## src/logic/zx_pkg.sv

```systemverilog
// Constants, field layout and types of the zero-cross detector control.
// Assumes a 20 MHz peripheral clock and an Avalon-MM register host.
// Function
// RULE1 - Comparator output drives a level event; no event inputs accepted.
// RULE2 - Interrupt edge qualified by edge select and the inversion bit.
// RULE3 - Selected interrupt condition sets the crossing flag.
// RULE4 - Interrupt request while edge select non-zero and flag set.
// RULE5 - Edge select: 0 none, 1 rising, 2 falling, 3 both.
// RULE6 - Idle sleep: detector runs exactly as in active mode.
// RULE7 - Standby: detector off unless run-in-standby bit is one.
// RULE8 - Power-down: detector disabled, pin output turned off.
// RULE9 - Pin output enable bit routes detector output to the pin.
// RULE10 - Inversion bit flips output before pin, event, status, interrupt.
// RULE11 - Detector runs only when enabled; control bits reset to zero.
// RULE12 - State bit shows output level through a three-cycle synchronizer.
// RULE13 - Writing one clears the crossing flag; writing zero is ignored.
// RULE14 - State bit is one above reference, zero below; inversion reverses.
// RULE15 - Edges found by comparing consecutive synchronized samples.
package zx_pkg;

  // ==========================================================
  // Register indexes (byte address is four times the index)
  localparam logic [1:0] IDX_CONTROL_A = 2'h0;
  localparam logic [1:0] IDX_RESERVED_ONE = 2'h1;
  localparam logic [1:0] IDX_INTERRUPT_CONTROL = 2'h2;
  localparam logic [1:0] IDX_DETECTOR_STATUS = 2'h3;
  localparam int ADDR_WORD_LSB = 2;

  // ==========================================================
  // Field positions
  localparam int CTRL_RUN_STANDBY_BIT = 7;
  localparam int CTRL_PIN_OE_BIT = 6;
  localparam int CTRL_INVERT_BIT = 3;
  localparam int CTRL_ENABLE_BIT = 0;
  localparam int EDGE_SEL_LSB = 0;
  localparam int STAT_LEVEL_BIT = 4;
  localparam int STAT_FLAG_BIT = 0;

  // ==========================================================
  // Reset values and counts
  localparam logic [7:0] CONTROL_A_RESET = 8'h00;
  localparam logic [1:0] EDGE_SEL_RESET = 2'h0;
  localparam logic [31:0] READ_DATA_RESET = 32'h0000_0000;
  localparam int SYNC_STAGES = 3;

  // ==========================================================
  // Types
  typedef enum logic [1:0] {
    EDGE_NONE,
    EDGE_RISING,
    EDGE_FALLING,
    EDGE_BOTH
  } zx_edge_type;

  typedef enum logic [1:0] {
    SLEEP_ACTIVE,
    SLEEP_IDLE,
    SLEEP_STANDBY,
    SLEEP_POWER_DOWN
  } zx_sleep_type;

endpackage

```

## src/logic/zx_ctrl.sv

```systemverilog
// Zero-cross detector control: registers, sleep gating, event, pin, irq.
// Assumes an Avalon-MM host with waitrequest and a raw comparator level.
`timescale 1ns/1ps
module zx_ctrl
  import zx_pkg::*;
(
  // Clock and reset
  input wire logic clk,
  input wire logic reset_n,
  // Avalon-MM slave
  input wire logic [3:0] avs_address,
  input wire logic avs_read,
  input wire logic avs_write,
  input wire logic [31:0] avs_writedata,
  input wire logic [3:0] avs_byteenable,
  output logic [31:0] avs_readdata,
  output logic avs_waitrequest,
  // Comparator and sleep state
  input wire logic cmpLevel,
  input wire logic [1:0] sleepMode,
  // Event, pin and interrupt
  output logic eventOut,
  output logic pinOut,
  output logic pinOe,
  output logic irqOut
);

  // ==========================================================
  // State
  typedef struct packed {
    logic runStandby;
    logic pinOutEn;
    logic invert;
    logic enable;
    zx_edge_type edgeSel;
    logic flag;
    logic irq;
    logic eventOut;
    logic pinOut;
    logic pinOe;
    logic waitReq;
    logic [31:0] readData;
  } zx_ctrl_state_type;

  zx_ctrl_state_type regs_q;
  zx_ctrl_state_type regs_d;

  zx_sleep_type sleepNow;
  logic syncOut;
  logic levelNow;
  logic stateBit;
  logic activeNow;
  logic edgeHit;
  logic [1:0] regIdx;
  logic request;
  logic accept;
  logic laneWr;
  logic ctrlWr;
  logic selWr;
  logic flagClrWr;
  logic flagZeroWr;
  logic [31:0] readMux;

  // ==========================================================
  // Sleep and enable gating
  assign sleepNow = zx_sleep_type'(sleepMode);

  always_comb begin
    unique case (sleepNow)
      SLEEP_ACTIVE: activeNow = regs_q.enable; // RULE11
      SLEEP_IDLE: activeNow = regs_q.enable; // RULE6
      SLEEP_STANDBY: activeNow = regs_q.enable && regs_q.runStandby; // RULE7
      SLEEP_POWER_DOWN: activeNow = 1'b0; // RULE8
    endcase
  end

  // ==========================================================
  // Synchronizer, polarity and edge qualifier
  zx_sync #(
    .STAGES(SYNC_STAGES)
  ) u_sync (
    .clk(clk),
    .reset_n(reset_n),
    .d(cmpLevel),
    .q(syncOut)
  );

  assign levelNow = syncOut ^ regs_q.invert; // RULE10 RULE14
  assign stateBit = activeNow && levelNow; // RULE12

  zx_edge u_edge (
    .clk(clk),
    .reset_n(reset_n),
    .level(levelNow), // RULE2
    .active(activeNow),
    .edgeSel(regs_q.edgeSel),
    .hit(edgeHit)
  );

  // ==========================================================
  // Bus decode
  assign regIdx = avs_address[ADDR_WORD_LSB+1:ADDR_WORD_LSB];
  assign request = avs_read || avs_write;
  assign accept = request && !regs_q.waitReq;
  assign laneWr = accept && avs_write && avs_byteenable[0];
  assign ctrlWr = laneWr && (regIdx == IDX_CONTROL_A);
  assign selWr = laneWr && (regIdx == IDX_INTERRUPT_CONTROL);
  assign flagClrWr = laneWr && (regIdx == IDX_DETECTOR_STATUS) &&
    avs_writedata[STAT_FLAG_BIT];
  assign flagZeroWr = laneWr && (regIdx == IDX_DETECTOR_STATUS) &&
    !avs_writedata[STAT_FLAG_BIT];

  always_comb begin
    readMux = '0;
    unique case (regIdx)
      IDX_CONTROL_A: begin
        readMux[CTRL_RUN_STANDBY_BIT] = regs_q.runStandby;
        readMux[CTRL_PIN_OE_BIT] = regs_q.pinOutEn;
        readMux[CTRL_INVERT_BIT] = regs_q.invert;
        readMux[CTRL_ENABLE_BIT] = regs_q.enable;
      end
      IDX_RESERVED_ONE: begin
        readMux = '0;
      end
      IDX_INTERRUPT_CONTROL: begin
        readMux[EDGE_SEL_LSB+1:EDGE_SEL_LSB] = regs_q.edgeSel;
      end
      IDX_DETECTOR_STATUS: begin
        readMux[STAT_LEVEL_BIT] = stateBit; // RULE12
        readMux[STAT_FLAG_BIT] = regs_q.flag;
      end
    endcase
  end

  // ==========================================================
  // Next state
  always_comb begin
    regs_d = regs_q;
    // One wait cycle, then the answer
    if (request && regs_q.waitReq) begin
      regs_d.waitReq = 1'b0;
      regs_d.readData = readMux;
    end else begin
      regs_d.waitReq = 1'b1;
    end
    if (ctrlWr) begin
      regs_d.runStandby = avs_writedata[CTRL_RUN_STANDBY_BIT];
      regs_d.pinOutEn = avs_writedata[CTRL_PIN_OE_BIT];
      regs_d.invert = avs_writedata[CTRL_INVERT_BIT];
      regs_d.enable = avs_writedata[CTRL_ENABLE_BIT];
    end
    if (selWr) begin
      regs_d.edgeSel =
        zx_edge_type'(avs_writedata[EDGE_SEL_LSB+1:EDGE_SEL_LSB]);
    end
    // Set wins over a clear in the same cycle
    if (edgeHit) begin
      regs_d.flag = 1'b1; // RULE3
    end else if (flagClrWr) begin
      regs_d.flag = 1'b0; // RULE13
    end
    regs_d.irq = regs_d.flag && (regs_d.edgeSel != EDGE_NONE); // RULE4
    regs_d.eventOut = activeNow && (cmpLevel ^ regs_q.invert); // RULE1
    regs_d.pinOe = activeNow && regs_q.pinOutEn; // RULE9
    regs_d.pinOut = regs_d.pinOe && (cmpLevel ^ regs_q.invert); // RULE9
  end

  always_ff @(posedge clk or negedge reset_n) begin
    if (!reset_n) begin
      regs_q <= '0;
      regs_q.runStandby <= CONTROL_A_RESET[CTRL_RUN_STANDBY_BIT]; // RULE11
      regs_q.pinOutEn <= CONTROL_A_RESET[CTRL_PIN_OE_BIT];
      regs_q.invert <= CONTROL_A_RESET[CTRL_INVERT_BIT];
      regs_q.enable <= CONTROL_A_RESET[CTRL_ENABLE_BIT];
      regs_q.edgeSel <= zx_edge_type'(EDGE_SEL_RESET);
      regs_q.waitReq <= 1'b1;
      regs_q.readData <= READ_DATA_RESET;
    end else begin
      regs_q <= regs_d;
    end
  end

  // ==========================================================
  // Outputs
  assign avs_readdata = regs_q.readData;
  assign avs_waitrequest = regs_q.waitReq;
  assign eventOut = regs_q.eventOut;
  assign pinOut = regs_q.pinOut;
  assign pinOe = regs_q.pinOe;
  assign irqOut = regs_q.irq;
endmodule

```

## src/logic/zx_edge.sv

```systemverilog
// Edge qualifier: compares consecutive synchronized output samples.
// Assumes the level input is already synchronized and inverted.
`timescale 1ns/1ps
module zx_edge
  import zx_pkg::*;
(
  // Clock and reset
  input wire logic clk,
  input wire logic reset_n,
  // Qualifier inputs
  input wire logic level,
  input wire logic active,
  input wire zx_edge_type edgeSel,
  // One-cycle qualifying edge
  output logic hit
);

  typedef struct packed {
    logic prev;
    logic hit;
  } zx_edge_state_type;

  zx_edge_state_type regs_q;
  zx_edge_state_type regs_d;
  logic rise;
  logic fall;

  // ==========================================================
  // Sample compare and mode select
  always_comb begin
    regs_d = regs_q;
    rise = level && !regs_q.prev; // RULE15
    fall = !level && regs_q.prev; // RULE15
    regs_d.prev = level;
    unique case (edgeSel) // RULE5
      EDGE_NONE: regs_d.hit = 1'b0;
      EDGE_RISING: regs_d.hit = active && rise;
      EDGE_FALLING: regs_d.hit = active && fall;
      EDGE_BOTH: regs_d.hit = active && (rise || fall);
    endcase
  end

  always_ff @(posedge clk or negedge reset_n) begin
    if (!reset_n) begin
      regs_q <= '0;
    end else begin
      regs_q <= regs_d;
    end
  end

  assign hit = regs_q.hit;

endmodule

```

## src/logic/zx_sync.sv

```systemverilog
// Multi-stage level synchronizer for the comparator output.
// Assumes an asynchronous input and a single destination clock.
`timescale 1ns/1ps
module zx_sync
  import zx_pkg::*;
#(
  parameter int STAGES = SYNC_STAGES
) (
  // Clock and reset
  input wire logic clk,
  input wire logic reset_n,
  // Level in and out
  input wire logic d,
  output logic q
);

  typedef struct packed {
    logic [STAGES-1:0] stage;
  } zx_sync_state_type;

  zx_sync_state_type regs_q;
  zx_sync_state_type regs_d;

  // ==========================================================
  // Shift chain, one flop per stage
  always_comb begin
    regs_d = regs_q;
    regs_d.stage[0] = d;
    for (int i = 1; i < STAGES; i++) begin
      regs_d.stage[i] = regs_q.stage[i-1];
    end
  end

  always_ff @(posedge clk or negedge reset_n) begin
    if (!reset_n) begin
      regs_q <= '0;
    end else begin
      regs_q <= regs_d;
    end
  end

  assign q = regs_q.stage[STAGES-1];

endmodule

```

## config.mk

```make
export PLATFORM = sky130hd
export DESIGN_NAME = zx_ctrl
export DESIGN_NICKNAME = d
export VERILOG_FILES = /design/src/logic/zx_pkg.sv /design/src/logic/zx_ctrl.sv /design/src/logic/zx_edge.sv /design/src/logic/zx_sync.sv
export SDC_FILE = /design/constraint.sdc
export NUM_CORES = 1
export LEC_CHECK = 0
export BUFFER_PORTS_ARGS = -buffer_cell sky130_fd_sc_hd__buf_2
export CAP_MARGIN = 20
export CELL_PAD_IN_SITES_DETAIL_PLACEMENT = 2
export CELL_PAD_IN_SITES_GLOBAL_PLACEMENT = 2
export CORE_ASPECT_RATIO = 0.6
export CORE_UTILIZATION = 20
export DETAILED_ROUTE_END_ITERATION = 10
export PLACE_DENSITY_LB_ADDON = 0.15
export SLEW_MARGIN = 20
export SYNTH_ARGS = -nofsm -noshare
export SYNTH_HDL_FRONTEND = slang
export SYNTH_HIERARCHICAL = 1
export SYNTH_SLANG_ARGS = --single-unit
```

## constraint.sdc

```tcl
create_clock -name clk -period 1.3 [get_ports clk]
set_input_delay 0.195 -clock clk [delete_from_list [all_inputs] [get_ports clk]]
set_output_delay 0.195 -clock clk [all_outputs]
set_load 0.02 [all_outputs]
```

# After elaboration in Yosys (flattened, before gate mapping)
# Cells that the tools add are included.
# W data, S select, Z words.
[totals] ff_bits=23 word_cells=66 in_bits=47
[classes] n_mux=11 reduce_logical=29 n_eq_ne=9 bitwise_logic=2
[ops] operator="$logic_and A1 B1 Y1" count=19
[ops] operator="$eq A2 B2 Y1 const B" count=6
[ops] operator="$pmux W1 S4" count=2
[ops] operator="$eq A2 B1 Y1 const B" count=3
[ops] operator="$logic_not A2 Y1" count=3
[ops] operator="$mux W1" count=6
[ops] operator="$mux W2" count=2
[ops] operator="$logic_not A1 Y1" count=3
[ops] operator="$pmux W1 S3" count=1
[ops] operator="$logic_or A1 B1 Y1" count=2
[ops] operator="$reduce_bool A2 Y1" count=1
[ops] operator="$reduce_or A2 Y1" count=1
[ops] operator="$xor A1 B1 Y1" count=2

# Logic depth before layout (Yosys ltp)
# Gate-level depths: netlist (run 1).
[depth] word_depth=9 depth_mapped=5 depth_no_buf=5

# Cells and area by module
# The synthesis (run 1) kept the hierarchy.
[modules_own_cells] module="zx_ctrl" n_inst=1 seq_area_each_um2=451.7 area_per_inst_um2=1016.0 cells_per_inst=95
[modules_own_cells] module="zx_edge" n_inst=1 seq_area_each_um2=50.0 area_per_inst_um2=112.6 cells_per_inst=11
[modules_own_cells] module="zx_sync" n_inst=1 seq_area_each_um2=75.1 area_per_inst_um2=75.1 cells_per_inst=3

# Worst setup path before layout (run 1)
# Ideal clock, no wire load.
[synth_timing] path_type="flip-flop to flip-flop" startpoint="reg regs_q (netlist bit avs_waitrequest)" endpoint="reg, netlist name regs_q[38]" arrival_time_ps=1254 stages_incl_launch_ff=4 synth_period_minus_slack_ps=1379 required_time_ps=1175 setup_slack_ps=-79 setup_time_ps=125 path_buffers=0 cell_sequence="dfstp_2 and3b_2 and2_4 mux2_4"
[synth_lines] element="start: declaration" line="zx_ctrl.sv:45" source="zx_ctrl_state_type regs_q;"
[synth_lines] element="start signal: assignment" line="zx_ctrl.sv:179" source="regs_q <= regs_d;"

==> qor.yml, run 1 <==
outcome:
  status: "finished, violations left"
  violations: "negative setup slack"
layout:
  antenna_cells: 0
  design_area_um2: 1400
  multi_input_area_um2: 488
  nFillCells: 661
  register_area_um2: 577
  fin_nets: 187
  drive_gt1_frac: 0.358
  area_growth_pct: 16.5
  fin_cells: 217
  final_core_util: 0.247
timing:
  fin_setup_tns_ps: -314
  max_freq_mhz: 732
  setup_slack_ps: -66.7
  worst_slew_pin_slew_ps: 566
  period_minus_slack_ps: 1370
  setup_viol: 8
  final_hold_viol_count: 0
  clock_skew_ps: 2.02
  drv_slew: 0
  relSlewSlack: 0.622
  period_share: 1.05
  rsz0062_at_grt: "yes"
grt:
  grt_max_degree: 24
  grt_antenna_before_repair: 0
  grt_pass1_vias: 760
  grt_pass1_wl_um: 3880
  grt.overflow.total: 0
  grt.total_usage: 0.0854
floorplanning:
  die_w_um: 102
  fp.dieH_um: 62.1
  core_um2: 5680
  start_util: 0.212
  io_pins: 84
  row_count: 21
  die-area_um2: 6340
synth:
  synth_seq_cells: 23
  syn_avg_cell_area_um2: 11.0
  synthCells: 109
  async_reset_ff_frac: 1.00
  synth-edff-count: 0
  seq_area_frac_synth: 0.479
  ys_types: 31
  syn_area_um2: 1200
  synthFlopType: "dfrtp_1"
  ys_warn_count: 6
setup_path:
  timing.reg2reg.setup_slack_ps: -70
  worst-path-buf-inv: 0
  cp_top_family: "flip-flops"
  r2r_cells: 3
  worst-setup-path-type: "reg -> reg"
  worstSetupStartpointType: "flop"
  slowest_delay_ps: 530
  critPathCaptureType: "flop"
  critPathMaxFanout: 4
  r2r_end: "regs_q[38]$_DFF_PN0_"
  critPathSlowestCell: "dfstp_2"
  path_cells: "and3b_2, and2_4, mux2_4"
  arrival_ps: 1520
  cp.depth: 3
  r2r_start: "avs_waitrequest$_DFF_PN1_"
  crit_required_ps: 1450
power_and_ir_drop:
  leakage_nw: 0.723
  power_density_nw_per_um2: 1460
  vdd_drop_max_mv: 0.476
min_path:
  holdPathEnd: "u_sync/regs_q[0]$_DFF_PN0_"
  hold_depth: 1
  hold_start: "cmpLevel"
  hp-class: "in -> reg"
clocking:
  path_clk_slew_ps: 80
  cts_setup_buffers: 0
  cts_buffers: 3
  tritoncts: "done"
  clockBufferDepth: 2
  worstSkewPairLatency_ps: 260
  ctsRootBufferMaster: "clkbuf_8"
  clock_sinks: 23
  h-tree-depth: 1
place:
  place_ws_ps: -63.4
  gp_congestion: 0.647
  placed_area_um2: 1330
  dp.cells: 211
  hpwl_um: 2020
  io_buffers: 25
drt:
  wire_per_inst_um: 11.6
  dr.pass1.iters: 3
  drtIter0Drc: 13
  drc: 0
  avgViaCountPerCell: 3.44
  ant_nets: 0
  via_count: 746
  wl_um: 2510
job:
  drv_cap: 0
==> metrics by stage <==
stage	power, W	hold slack (ps)
5_1_grt	0.00220	71.1
3_5_place_dp	0.00162	223
4_1_cts	0.00210	61.3
6_report	0.00205	67.0
2_1_floorplan	0.00147	-101
3_3_place_gp	0.00160	214
==> final cells by class <==
cell class | count | share of cell area
clock buffer | 4 | 0.0321
inverter | 4 | 0.0107
multi-input combinational | 74 | 0.348
sequential | 23 | 0.411
tap | 80 | 0.0714
timing repair buffer | 32 | 0.127
==> report_power, final <==
group	leakage (nW)	switching, W	internal (W)
Sequential	0.288	0.000104	0.000865
Combinational	0.412	0.000356	0.000288
Clock	0.0228	0.000219	0.000218
Total	0.723	0.000678	0.00137
==> flip-flops by register name (all words and copies together) (netlist names) <==
register	flops
avs_readdata	6
avs_waitrequest	1
pinOe	1
u_edge/hit	1
u_sync/regs_q	3
regs_q	7
u_edge/regs_q	1
eventOut	1
pinOut	1
irqOut	1
==> worst register-to-register path, stage by stage (launching register included) <==
cell and delay, ps:
dfstp_2 530, and3b_2 260, and2_4 170, mux2_4 290
==> per-layer routing <==
| layer | up-vias | track usage | routed length (um) |
|---|---|---|---|
| met5 | - | 0 | 0 |
| met4 | 0 | 0.0122 | 10 |
| met3 | 2 | 0.0302 | 161 |
| met2 | 27 | 0.141 | 1150 |
| met1 | 364 | 0.112 | 1190 |
| li1 | 353 | - | - |
==> cells by family (layout without fill, tap and decap cells) <==
| family | after synthesis | count (layout) | synth area share |
|---|---|---|---|
| buffers and inverters | 37 | 40 | 0.216 |
| other | 1 | 26 | 0.00312 |
| AO/OA/AOI/OAI | 12 | 12 | 0.0759 |
| adder cells (fa/ha/maj) | 2 | 2 | 0.0208 |
| XOR/XNOR | 2 | 2 | 0.0146 |
| multiplexers | 8 | 8 | 0.0800 |
| AND/OR/NAND/NOR | 24 | 24 | 0.110 |
| flip-flops | 23 | 23 | 0.479 |
==> Yosys cell counts, types with 2 or more instances <==
| cell type | n | share of area |
|---|---|---|
| and2_1 | 3 | 0.016 |
| buf_4 | 32 | 0.20 |
| dfrtp_1 | 22 | 0.46 |
| ha_1 | 2 | 0.021 |
| inv_1 | 4 | 0.012 |
| mux2_2 | 5 | 0.047 |
| mux2_4 | 2 | 0.025 |
| nand2_1 | 8 | 0.025 |
| nand2b_1 | 3 | 0.016 |
| nor2_1 | 2 | 0.0062 |
| o21ai_0 | 5 | 0.021 |
| xor2_1 | 2 | 0.015 |
==> placed cells by master (no fill, tap or decap), drive strengths merged <==
master / synthesis / layout
buf: 33 / 31
conb: 1 / 26
dfrtp: 22 / 22
nand2: 9 / 9
mux2: 7 / 7
o21ai: 5 / 5
inv: 4 / 4
and2: 4 / 4
clkbuf: 0 / 4
nand2b: 3 / 3
nor2: 3 / 3
ha: 2 / 2
nor2b: 2 / 2
xor2: 2 / 2
and3b: 1 / 1
a21boi: 1 / 1
a41oi: 1 / 1
nand3: 1 / 1
o311a: 1 / 1
and3: 1 / 1
mux2i: 1 / 1
o2bb2ai: 1 / 1
a32o: 1 / 1
dfstp: 1 / 1
dlygate4sd3: 0 / 1
a21oi: 1 / 1
a311oi: 1 / 1
==> worst max path at each step <==
| stage | start | end |
|---|---|---|
| global placement | avs_waitrequest$_DFF_PN1_ | regs_q[41]$_DFFE_PN0P_ |
| CTS | avs_waitrequest$_DFF_PN1_ | irqOut$_DFF_PN0_ |
| detailed placement | avs_waitrequest$_DFF_PN1_ | regs_q[43]$_DFFE_PN0P_ |
| floorplan | avs_waitrequest$_DFF_PN1_ | regs_q[38]$_DFF_PN0_ |
| finish | avs_waitrequest$_DFF_PN1_ | regs_q[38]$_DFF_PN0_ |
| global route | avs_waitrequest$_DFF_PN1_ | irqOut$_DFF_PN0_ |
==> timing repair <==
action / in CTS / in global routing
gates cloned: 0 / 1
hold endpoints to repair: 22 / 0
resized for setup: 4 / 2
setup endpoints to repair: 8 / 10
hold buffers: 1 / 0
(Power assumes the default switching activity.)
==> run 2, diff against run 1 <==
CORE_MARGIN = 5   (was not set)
SYNTH_HIERARCHICAL = not set   (was 1)
==> run 2 against run 1 <==
  * The run still ends with negative setup slack left
  * Sequential power hardly changed
  * Largest cell class unchanged
  * Non-clock buffer count up 6
  * Combinational power increased by 27%
  * Clock-buffer cell count is 1 lower
  * Worst setup slack better by 28 ps
  * Clock skew rose by 9.6 ps
  * Area after synthesis increased by 1.7%
  * First-iteration DRC count rose by 23%
  * Total power is 10% higher
  * Critical path depth did not move
  * Sequential share of layout area decreased by 2.9 points
  * Synthesized cell count increased by 1.8%
==> qor.yml, run 2 <==
drt:
  ant_nets: 0  # unchanged
  dr.pass1.iters: 4  # +1
  wl_um: 2940  # +17%
  wire_per_inst_um: 12.8  # +11%
  drtIter0Drc: 16  # +3
  drc: 0  # unchanged
  via_count: 791  # +6.0%
  avgViaCountPerCell: 3.45  # +0.48%
synth:
  synthFlopType: "dfrtp_1"
  synthCells: 111  # +1.8%
  synth_seq_cells: 23  # unchanged
  syn_avg_cell_area_um2: 11.0  # -0.17%
  synth-edff-count: 0  # unchanged
  synth_largest_area_cell: "dfrtp_1"
  seq_area_frac_synth: 0.471  # -0.00784
  synth_most_common_cell: "buf_4"
  ys_warn_count: 0  # -6
  synth_top_area_share: 0.450  # -0.00748
  synth_common_cells: "buf_4 (32), dfrtp_1 (22), nand2_1 (11), o21ai_1 (7), mux2_4 (6)"
  ys_types: 29  # -6.5%
  synth_area_leaders: "dfrtp_1 (45%), buf_4 (20%), mux2_4 (7.4%), nand2_1 (3.4%), o21ai_1 (2.9%)"
  async_reset_ff_frac: 1.00  # unchanged
  syn_area_um2: 1220  # +1.7%
layout:
  fin_cells: 229  # +5.5%
  fin_nets: 195  # +4.3%
  area_growth_pct: 23.3
  antenna_cells: 0  # unchanged
  largest_reg_flops: 7  # unchanged
  top_register: "regs_q"
  design_area_um2: 1510  # +7.6%
  layout_common_cells: "conb_1 (26), buf_2 (25), dfrtp_1 (22)"
  final_core_util: 0.250  # +0.00318
  final_common_cell: "conb_1"
  drive_gt1_frac: 0.434  # +0.0768
place:
  io_buffers: 25  # unchanged
  gp_congestion: 0.666  # +3.0%
  placed_area_um2: 1380  # +3.7%
  hpwl_um: 2260  # +12%
  dp.cells: 219  # +3.8%
timing:
  max_freq_mhz: 747  # +2.1%
  final_hold_viol_count: 0  # unchanged
  drv_slew: 0  # unchanged
  fin_setup_tns_ps: -122  # +193 ps
  period_minus_slack_ps: 1340  # -27.7 ps
  setup_viol: 5  # -3
  relSlewSlack: 0.634  # +0.0111
  clock_skew_ps: 11.6  # +9.61 ps
  setup_slack_ps: -39.0  # +27.7 ps
  rsz0062_at_grt: "yes"
  period_share: 1.03  # -0.0213
  worst_slew_pin_slew_ps: 550  # -16.6 ps
floorplanning:
  fp.dieH_um: 70.6  # +14%
  die-area_um2: 7830  # +24%
  core_um2: 6030  # +6.2%
  die_w_um: 111  # +8.6%
  start_util: 0.203  # -0.00909
  io_pins: 84  # unchanged
  row_count: 22  # +4.8%
grt:
  grt.overflow.total: 0  # unchanged
  grt_max_degree: 24  # unchanged
  gr-max-usage-layer: "met2"
  gr-usage-met3: 0.0385  # +0.00826
  grt_util_met2: 0.128  # -0.0126
  grt_util_met1: 0.105  # -0.00728
  grt_pass1_wl_um: 5000  # +29%
  grt_pass1_vias: 974  # +28%
  grt_antenna_before_repair: 0  # unchanged
  grt.total_usage: 0.0808  # -0.00465
setup_path:
  r2r_cells: 3  # unchanged
  worstSetupStartpointType: "flop"
  worst-setup-path-type: "reg -> reg"
  crit_required_ps: 1450  # about the same
  critPathCaptureType: "flop"
  critPathMaxFanout: 3  # -1
  arrival_ps: 1490  # -30 ps
clocking:
  h-tree-depth: 1  # unchanged
  tritoncts: "done"
  clockBufferDepth: 2  # unchanged
  cts_buffers: 3  # unchanged
  worstSkewPairLatency_ps: 270  # about the same
  path_clk_slew_ps: 100  # +20 ps
  ctsRootBufferMaster: "clkbuf_8"
  clock_sinks: 23  # unchanged
min_path:
  hp-class: "in -> reg"
  hold_depth: 1  # unchanged
power_and_ir_drop:
  pwr-share-clk: 0.208  # -0.005
  power_density_nw_per_um2: 1490  # +2.3%
  vdd_drop_max_mv: 0.464  # -2.5%
  leakage_nw: 0.771  # +6.7%
  intPower_w: 0.00148  # +8.1%
  power_frac_seq: 0.430  # -0.043
  combPwrFrac: 0.362  # +0.048
  power_w: 0.00226  # +10%
  p_sw_frac: 0.343  # +0.0120
  p_sw_w: 0.000773  # +14%
job:
  drv_cap: 0  # unchanged
outcome:
  status: "finished, violations left"
  violations: "negative setup slack"
## run 2: cell count changes after synthesis, moves of 2 or more
cell,previous run,this run
and2_1,3,0
mux2_2,5,1
o21ai_1,0,7
nand2_1,8,11
xnor2_1,0,2
xor2_1,2,0
nor2_1,2,4
o21ai_0,5,0
nand2b_1,3,0
mux2_4,2,6
## run 2: layout make-up
cell class / count / area [um^2]
Clock buffer: 3 / 41.3
Clock inverter: 1 / 7.51
Fill cell: 668 / 4520
Inverter: 4 / 15.0
Multi-Input combinational cell: 76 / 510
Sequential cell: 23 / 577
Tap cell: 84 / 105
Timing Repair Buffer: 38 / 253
## run 2: per-layer routing
metal | vias up | share of wire
met4 | 0 | 0.0041
met5 | - | 0
met3 | 2 | 0.062
li1 | 370 | -
met2 | 27 | 0.44
met1 | 392 | 0.49
## run 2: power groups by stage
stage          logic, W  clock network [W]  registers, W
2_1_floorplan  0.000486                  0      0.000999
3_3_place_gp   0.000651                  0      0.000976
3_5_place_dp   0.000666                  0      0.000984
4_1_cts        0.000823           0.000495      0.000972
5_1_grt        0.000904           0.000533      0.000995
6_report       0.000815           0.000470      0.000970
## run 2: cell families after synthesis
kind of cell / share of synthesized area
flip-flops: 0.471
buffers and inverters: 0.213
AND/OR/NAND/NOR: 0.120
XOR/XNOR: 0.0143
AO/OA/AOI/OAI: 0.0675
adder cells (fa/ha/maj): 0.0204
other: 0.00306
multiplexers: 0.0910
## run 2: worst paths after layout
check,start,slack [ps],end
min in group asynchronous,reset_n,430,u_edge.regs_q[1]$_DFF_PN0_
min reg2reg,u_sync.regs_q[0]$_DFF_PN0_,350,u_sync.regs_q[1]$_DFF_PN0_
min,cmpLevel,50,u_sync.regs_q[0]$_DFF_PN0_
max reg2reg,avs_waitrequest$_DFF_PN1_,-40,irqOut$_DFF_PN0_
max,avs_waitrequest$_DFF_PN1_,-40,irqOut$_DFF_PN0_
max in group asynchronous,reset_n,490,avs_readdata[1]$_DFFE_PN0P_
## run 2: timing repair
action	4_1_cts	5_1_grt
resized for setup	7	2
setup endpoints to repair	8	10
hold buffers	1	0
pin swaps	2	2
gates cloned	0	0
endpoints found under the hold margin	22	0
setup buffers	6	0
## run 2: per-stage QoR
step | setup slack, ps | hold WS, ps
6_report | -39.0 | 51.7
2_1_floorplan | -92.7 | -101
5_1_grt | -124 | 28.8
3_3_place_gp | -40.6 | 216
3_5_place_dp | -39.8 | 227
4_1_cts | -51.5 | 44.5
## run 2: critical path, cell delays in order, from the launching register on
cell and delay, ps:
dfstp_2 530, and3b_2 240, and2_4 160, o311a_1 290
